===== config.mk =====
export PLATFORM = sky130hd
export DESIGN_NAME = tmc_channel
export DESIGN_NICKNAME = d
export VERILOG_FILES = /design/src/tmc_pkg.sv /design/src/tmc_channel.sv
export SDC_FILE = /design/constraint.sdc
export NUM_CORES = 1
export LEC_CHECK = 0
export ABC_AREA = 1
export ABC_CLOCK_PERIOD_IN_PS = 4100
export BUFFER_PORTS_ARGS = -buffer_cell sky130_fd_sc_hd__buf_2
export CAP_MARGIN = 20
export CORE_ASPECT_RATIO = 0.9
export CORE_UTILIZATION = 26
export CTS_CLUSTER_SIZE = 25
export DETAILED_ROUTE_END_ITERATION = 10
export PLACE_DENSITY_LB_ADDON = 0.15
export SYNTH_ARGS = -nofsm -noshare
export SYNTH_HDL_FRONTEND = slang
export SYNTH_SLANG_ARGS = --single-unit
export TNS_END_PERCENT = 10

===== constraint.sdc =====
create_clock -name ref_clk -period 4.1 [get_ports ref_clk]
set_input_delay 0.205 -clock ref_clk [delete_from_list [all_inputs] [get_ports ref_clk]]
set_output_delay 0.205 -clock ref_clk [all_outputs]
set_load 0.05 [all_outputs]

===== src/tmc_pkg.sv =====
// package: register map, field layout and types of the timer channel
package tmc_pkg;
    localparam int          TMC_AW            = 4;
    localparam logic [3:0]  TMC_OFS_CTRL      = 4'h0;
    localparam logic [3:0]  TMC_OFS_MODE      = 4'h4;
    localparam logic [3:0]  TMC_OFS_RELOAD    = 4'h8;
    localparam logic [3:0]  TMC_OFS_COUNT     = 4'hc;
    // ctrl register bit positions
    localparam int          TMC_B_POWER       = 0;
    localparam int          TMC_B_START       = 1;
    localparam int          TMC_B_STOP        = 2;
    localparam int          TMC_B_ACTIVE      = 3;
    localparam int          TMC_B_QSUB        = 4;
    localparam int          TMC_B_OLVL        = 5;
    localparam int          TMC_B_OEN         = 6;
    localparam int          TMC_B_OINV        = 7;
    localparam int          TMC_B_OMODE       = 8;
    localparam int          TMC_B_PIN_EN      = 9;
    // mode register field positions
    localparam int          TMC_B_IRQ_SEL     = 0;
    localparam int          TMC_B_MD_LO       = 1;
    localparam int          TMC_B_EDGE_LO     = 6;
    localparam int          TMC_B_CCS         = 12;
    localparam int          TMC_B_CKS         = 15;
    localparam logic [2:0]  TMC_MD_INTERVAL   = 3'h0;
    localparam logic [2:0]  TMC_MD_EVENT      = 3'h3;
    localparam logic [1:0]  TMC_EDGE_FALL     = 2'h0;
    localparam logic [1:0]  TMC_EDGE_RISE     = 2'h1;
    localparam logic [1:0]  TMC_EDGE_BOTH     = 2'h2;
    localparam logic [15:0] TMC_MODE_RST      = 16'h0000;
    localparam logic [15:0] TMC_RELOAD_RST    = 16'h0000;
    localparam logic [15:0] TMC_COUNT_RST     = 16'h0000;
    localparam logic [1:0]  TMC_QDIV_LAST     = 2'h3;

    typedef struct packed {
        logic        write;
        logic        read;
        logic [3:0]  address;
        logic [31:0] writedata;
    } tmc_req_s;

    typedef struct packed {
        logic        power;
        logic        active;
        logic        start_pend;
        logic        qsub_sel;
        logic        out_level;
        logic        out_en;
        logic        out_inv;
        logic        out_mode;
        logic        pin_en;
        logic [15:0] mode;
        logic [15:0] reload;
        logic [15:0] count;
        logic [1:0]  qdiv;
        logic        sub_meta;
        logic        sub_sync;
        logic        sub_prev;
        logic        ev_meta;
        logic        ev_sync;
        logic        ev_prev;
        logic        irq;
        logic        waitreq;
        logic        rvalid;
        logic [31:0] rdata;
    } tmc_state_s;
endpackage


===== src/tmc_channel.sv =====
// timer channel: interval timer, square wave output and external event counter
//
// Design decisions made here: the Avalon-MM interface to the registers and the register offsets.
`timescale 1ns/1ps
module tmc_channel
    import tmc_pkg::*;
(
    input  wire logic                ref_clk,
    input  wire logic                arst_n,
    input  wire logic [TMC_AW-1:0]   avs_address,
    input  wire logic                avs_read,
    input  wire logic                avs_write,
    input  wire logic [31:0]         avs_writedata,
    input  wire logic [3:0]          avs_byteenable,
    output      logic [31:0]         avs_readdata,
    output      logic                avs_waitrequest,
    input  wire logic                sub_clk,
    input  wire logic                event_in,
    output      logic                timer_out,
    output      logic                timer_out_en,
    output      logic                channel_interrupt
);
    import tmc_pkg::*;

    tmc_state_s st_ff;
    tmc_state_s nxt_st;
    tmc_req_s   req;

    function automatic logic edge_hit(input logic [1:0] sel, input logic cur, input logic prv);
        case (sel)
            TMC_EDGE_FALL: edge_hit = prv & ~cur;
            TMC_EDGE_RISE: edge_hit = ~prv & cur;
            TMC_EDGE_BOTH: edge_hit = prv ^ cur;
            default:       edge_hit = 1'b0;
        endcase
    endfunction

    logic [2:0]  op_mode;
    logic        ev_mode;
    logic        tick;
    logic        qtick;
    logic        ev_edge;
    logic        wr_ok;
    logic        acc;
    logic [31:0] ctrl_rd;

    assign req.write     = avs_write;
    assign req.read      = avs_read;
    assign req.address   = avs_address;
    assign req.writedata = avs_writedata;
    assign op_mode = st_ff.mode[TMC_B_MD_LO +: 3];
    assign ev_mode = (op_mode == TMC_MD_EVENT);
    assign ev_edge = edge_hit(st_ff.mode[TMC_B_EDGE_LO +: 2],
                              st_ff.ev_sync, st_ff.ev_prev);
    assign qtick   = st_ff.sub_sync & ~st_ff.sub_prev & (st_ff.qdiv == TMC_QDIV_LAST);
    // count clock: pin edge, fsub/4, or the operating clock otherwise
    assign tick = st_ff.mode[TMC_B_CCS] ? ev_edge
                : st_ff.qsub_sel ? qtick : 1'b1;
    assign acc   = (req.write | req.read) & st_ff.waitreq;
    assign wr_ok = req.write & st_ff.waitreq & st_ff.power;
    assign ctrl_rd = {22'h0, st_ff.pin_en, st_ff.out_mode, st_ff.out_inv, st_ff.out_en,
                      st_ff.out_level, st_ff.qsub_sel, st_ff.active, 2'h0, st_ff.power};

    always_comb begin
        nxt_st = st_ff;
        nxt_st.irq = 1'b0;
        nxt_st.rvalid = 1'b0;
        nxt_st.waitreq = 1'b1;
        // synchronisers for the subclock and the event pin
        nxt_st.sub_meta = sub_clk;
        nxt_st.sub_sync = st_ff.sub_meta;
        nxt_st.sub_prev = st_ff.sub_sync;
        nxt_st.ev_meta  = event_in;
        nxt_st.ev_sync  = st_ff.ev_meta;
        nxt_st.ev_prev  = st_ff.ev_sync;
        if (st_ff.sub_sync & ~st_ff.sub_prev) begin
            nxt_st.qdiv = st_ff.qdiv + 2'h1;
        end
        // counting engine
        if (st_ff.power & st_ff.active) begin
            if (st_ff.start_pend) begin
                if (tick) begin
                    nxt_st.start_pend = 1'b0;
                    nxt_st.count = st_ff.reload;
                    if (st_ff.mode[TMC_B_IRQ_SEL] & ~ev_mode) begin
                        nxt_st.irq = 1'b1;
                        if (st_ff.out_en) begin
                            nxt_st.out_level = ~st_ff.out_level;
                        end
                    end
                end
            end else if (tick) begin
                if (st_ff.count == TMC_COUNT_RST) begin
                    nxt_st.count = st_ff.reload;
                    nxt_st.irq = 1'b1;
                    if (st_ff.out_en & ~ev_mode) begin
                        nxt_st.out_level = ~st_ff.out_level;
                    end
                end else begin
                    nxt_st.count = st_ff.count - 16'h0001;
                end
            end
        end
        // register bus: one wait cycle, then answer
        if (acc) begin
            nxt_st.waitreq = 1'b0;
            nxt_st.rvalid = req.read;
        end
        if (req.read & st_ff.waitreq) begin
            case (req.address)
                TMC_OFS_CTRL:   nxt_st.rdata = ctrl_rd;
                TMC_OFS_MODE:   nxt_st.rdata = {16'h0, st_ff.mode};
                TMC_OFS_RELOAD: nxt_st.rdata = {16'h0, st_ff.reload};
                TMC_OFS_COUNT:  nxt_st.rdata = {16'h0, nxt_st.count};
                default:        nxt_st.rdata = 32'h0;
            endcase
        end
        if (req.write & st_ff.waitreq & (req.address == TMC_OFS_CTRL) & avs_byteenable[0]) begin
            nxt_st.power = req.writedata[TMC_B_POWER];
        end
        if (wr_ok) begin
            case (req.address)
                TMC_OFS_CTRL: begin
                    if (avs_byteenable[0]) begin
                        nxt_st.qsub_sel  = req.writedata[TMC_B_QSUB];
                        nxt_st.out_level = req.writedata[TMC_B_OLVL];
                        nxt_st.out_en    = req.writedata[TMC_B_OEN];
                        nxt_st.out_inv   = req.writedata[TMC_B_OINV];
                        if (req.writedata[TMC_B_START]) begin
                            nxt_st.active = 1'b1;
                            nxt_st.start_pend = 1'b1;
                            if (ev_mode) begin
                                nxt_st.count = st_ff.reload;
                                nxt_st.start_pend = 1'b0;
                            end
                        end
                        if (req.writedata[TMC_B_STOP]) begin
                            nxt_st.active = 1'b0;
                            nxt_st.start_pend = 1'b0;
                            nxt_st.count = st_ff.count;
                        end
                    end
                    if (avs_byteenable[1]) begin
                        nxt_st.out_mode = req.writedata[TMC_B_OMODE];
                        nxt_st.pin_en   = req.writedata[TMC_B_PIN_EN];
                    end
                end
                TMC_OFS_MODE: begin
                    if (avs_byteenable[0]) nxt_st.mode[7:0] = req.writedata[7:0];
                    if (avs_byteenable[1]) nxt_st.mode[15:8] = req.writedata[15:8];
                end
                TMC_OFS_RELOAD: begin
                    if (avs_byteenable[0]) nxt_st.reload[7:0] = req.writedata[7:0];
                    if (avs_byteenable[1]) nxt_st.reload[15:8] = req.writedata[15:8];
                end
                default: ;
            endcase
        end
        // unit power off returns every mapped channel register to reset; the qdiv prescaler keeps running
        if (~nxt_st.power) begin
            nxt_st.active     = 1'b0;
            nxt_st.start_pend = 1'b0;
            nxt_st.qsub_sel   = 1'b0;
            nxt_st.out_level  = 1'b0;
            nxt_st.out_en     = 1'b0;
            nxt_st.out_inv    = 1'b0;
            nxt_st.out_mode   = 1'b0;
            nxt_st.pin_en     = 1'b0;
            nxt_st.mode       = TMC_MODE_RST;
            nxt_st.reload     = TMC_RELOAD_RST;
            nxt_st.count      = TMC_COUNT_RST;
            nxt_st.irq        = 1'b0;
        end
    end

    always_ff @(posedge ref_clk or negedge arst_n) begin
        if (!arst_n) begin
            st_ff <= '{default: '0, waitreq: 1'b1};
        end else begin
            st_ff <= nxt_st;
        end
    end

    assign avs_readdata      = st_ff.rdata;
    assign avs_waitrequest   = st_ff.waitreq;
    assign timer_out         = st_ff.out_level;
    assign timer_out_en      = ~(st_ff.power & st_ff.pin_en);
    assign channel_interrupt = st_ff.irq;

    logic ctrl_wr;
    assign ctrl_wr = req.write & st_ff.waitreq & (req.address == TMC_OFS_CTRL)
                   & avs_byteenable[0];
endmodule


==> results.py <==
metrics = {
    "run_status": {
        "outcome": "completed",
    },
    "detailed_routing": {
        "vias_per_cell": 4.56,
        "wl_per_cell_um": 15.3,
        "drc_errors": 0,
        "ant_nets": 0,
        "first_pass_iters": 5,
        "drtIter0Drc": 274,
        "vias": 4537,
        "drt_wl_total_um": 15200,
    },
    "timing": {
        "max-slew-margin-rel_pct": 31.5,
        "drv_slew": 0,
        "max_freq_mhz": 387,
        "period_needed_ns": 2.58,
        "finalClockSkew_ns": 0.00739,
        "setup_tns_ns": 0,
        "hold_viol": 0,
        "fin_crit_sh_pct": 63.0,
        "grt_setup_unrepaired": "no",
        "worst_slew_pin_slew_ns": 1.03,
        "setup_viol": 0,
    },
    "synthesis": {
        "synth_top_area_cell": "dfrtp_1",
        "ys_ff_latch": 83,
        "async_flop_share_pct": 100,
        "synth_top_area_share_pct": 40.2,
        "synth_top_flop_cell": "dfrtp_1",
        "netlist_area_mm2": 0.00510,
        "ys_seq_area_share_pct": 40.8,
        "synth-warning-count": 0,
        "synth_edf_count": 0,
        "synthCells": 708,
        "yosysUniqueCellTypes": 43,
        "ys_top_cells_by_area": "dfrtp_1, nand2_1, nor2_1, buf_4, inv_1",
        "syn_avg_cell_area_um2": 7.20,
    },
    "setup_path": {
        "path_cells": "nand2_1 -> nor2_1 -> nand4_1 -> nand2_4 -> nor2_1 -> nand2_1 -> o21ai_0",
        "cp_data_required_time_ns": 4.30,
        "r2r-start": "avs_waitrequest",
        "critPathSlowestCell": "nand4_1",
        "critPathMaxStageDelay_ns": 0.64,
        "endpoint": "st_ff[47]",
        "worst_setup_path_end_kind": "flop",
        "arrival_ns": 2.79,
        "cp-startpoint": "avs_waitrequest",
        "reg2reg_slack_ns": 1.52,
        "cp_max_fo": 16,
        "reg2reg_depth": 7,
        "critPathKind": "flop to flop",
        "r2r_end": "st_ff[47]",
        "cp-start-kind": "flop",
    },
    "global_route": {
        "grt_use_total_pct": 16.2,
        "grt_pass1_wl_um": 24500,
        "grt_pass1_vias": 4446,
        "grt-ovfl-total": 0,
        "antenna_found_initial": 0,
        "grt_max_degree": 59,
    },
    "floorplanning": {
        "die_area_mm2": 0.0202,
        "coreArea_mm2": 0.0192,
        "die_w_um": 150,
        "die_h_um": 135,
        "rows": 48,
        "start_util_pct": 26.5,
        "boundaryPins": 82,
    },
    "final_layout": {
        "multi_input_area_mm2": 0.00245,
        "num-nets-final": 791,
        "instances_no_fill": 995,
        "diodes": 0,
        "fillCellCount": 2129,
        "syn_to_final_growth_pct": 12.3,
        "ff_latch_area_mm2": 0.00208,
        "drive_above_1_share_pct": 14.2,
    },
    "clock_network": {
        "cts_root_buffer": "clkbuf_16",
        "cts_buffers": 9,
        "post_cts_buffers": 0,
        "htreeDepth": 3,
        "cts_tree": "built",
        "clk_pin_slew_ns": 0.06,
        "cts.repair.resized": 0,
        "cts.path.max_buffers": 2,
        "clk_latency_ns": 0.35,
        "cts.sinks": 83,
    },
    "place": {
        "io_buffers": 47,
        "dp.cells": 977,
        "dp_hpwl_um": 11100,
        "routabilityCongestion": 0.876,
    },
    "run": {
        "cap_violations": 0,
    },
    "power": {
        "p_per_area_mw_per_mm2": 366,
        "ir_drop_v": 0.000183,
        "p_total_w": 0.00210,
        "p_leak_nw": 3.09,
    },
    "worst_hold_path": {
        "hold_path.class": "primary input to flop",
        "hold_depth": 2,
    },
}
==> cell usage in the layout (no fill, tap or decap), types with 4 or more instances in the layout <==
master | netlist | layout
buf_4 | 35 | 9
o21ai_0 | 29 | 29
o211ai_1 | 7 | 7
conb_1 | 1 | 16
nor2_2 | 4 | 4
nand2_2 | 4 | 4
xor2_1 | 6 | 6
clkbuf_16 | 0 | 9
o21ai_1 | 22 | 22
a21oi_1 | 8 | 8
a22o_1 | 5 | 5
nor2_1 | 76 | 76
dfrtp_1 | 82 | 82
ha_1 | 4 | 4
nand3_1 | 32 | 32
o22ai_1 | 6 | 6
nor3_1 | 6 | 5
inv_1 | 64 | 64
buf_2 | 5 | 46
a221oi_1 | 6 | 6
o21ai_2 | 8 | 8
nand2_1 | 258 | 258
==> through the flow <==
step | hold slack, ns | utilization, % | cell area, µm² | worst slack [ns]
after CTS | 0.000158 | 29.8 | 5730 | 1.52
final | 0.0103 | 29.8 | 5730 | 1.52
after floorplan | -0.0906 | - | 5160 | 2.06
after global placement | 0.315 | 28.1 | 5400 | 1.53
after global routing | 0.0175 | 29.8 | 5730 | 1.31
after detailed placement | 0.315 | 28.1 | 5400 | 1.51
==> logic make-up (layout without fill, tap and decap cells) <==
| logic type | count (synthesis) | after routing | share of synthesized area, % |
|---|---|---|---|
| AND/OR/NAND/NOR | 395 | 395 | 32.1 |
| multiplexers | 1 | 1 | 0.221 |
| flip-flops | 83 | 83 | 40.8 |
| buffers and inverters | 119 | 141 | 12.3 |
| other | 1 | 16 | 0.0735 |
| XOR/XNOR | 7 | 7 | 1.20 |
| adder cells (fa/ha/maj) | 4 | 4 | 0.981 |
| AO/OA/AOI/OAI | 98 | 98 | 12.4 |
==> Yosys cell counts, types with 3 or more instances <==
library cell / instances
a21oi_1: 8
buf_2: 5
nand2_1: 258
o22ai_1: 6
inv_1: 64
o21ai_1: 22
ha_1: 4
buf_4: 35
nand2_2: 4
nor2_2: 4
or2_2: 3
nand4_1: 3
nand3_1: 32
clkbuf_1: 7
xor2_1: 6
nand2_4: 3
o21ai_0: 29
a22o_1: 5
nor2_1: 76
o21ai_2: 8
a221oi_1: 6
buf_6: 3
o211ai_1: 7
dfrtp_1: 82
nor3_1: 6
==> report_power, final <==
part | internal (W) | switching [W]
combinational | 0.0000880 | 0.000263
sequential | 0.000870 | 0.0000458
clock | 0.000486 | 0.000345
total | 0.00144 | 0.000654
==> per-layer routing <==
metal	share of wire, %	track usage (%)
met5	0	0
met4	3.1	7.99
met3	3.7	2.47
met2	44	24.7
met1	49	22.2
==> flip-flops by register name (all words and copies together), names as in the netlist <==
signal / cells
nxt_st: 4
avs_readdata: 16
timer_out: 1
op_mode: 3
avs_waitrequest: 1
st_ff: 50
ctrl_rd: 7
channel_interrupt: 1
==> how the worst min path moves through the flow <==
stage	start	to	slack (ns)
after floorplan	arst_n	avs_readdata[0]	-0.09
after global placement	sub_clk	nxt_st[39]	0.31
after detailed placement	sub_clk	nxt_st[39]	0.31
after CTS	avs_read	avs_waitrequest	0.0002
after global routing	avs_read	avs_waitrequest	0.02
final	avs_read	avs_waitrequest	0.01
==> worst max-delay path: cells and delay by family (launching register included) <==
family	cells	cell delay, ns
AND/OR/NAND/NOR	6	1.80
AO/OA/AOI/OAI	1	0.07
flip-flops	1	0.55
==> area by class of cell <==
type / count / share of cell area [%]
Inverter: 68 / 4.54
Multi-Input combinational cell: 521 / 42.9
Timing Repair Buffer: 58 / 5.72
Clock buffer: 11 / 4.24
Tap cell: 250 / 5.46
Clock inverter: 4 / 0.896
Sequential cell: 83 / 36.3
==> timing repair <==
item / CTS / global route
hold buffers: 3 / 0
endpoints found under the hold margin: 59 / 0
endpoints found under the setup margin: 0 / 0
Power figures use the tool's default switching activity.
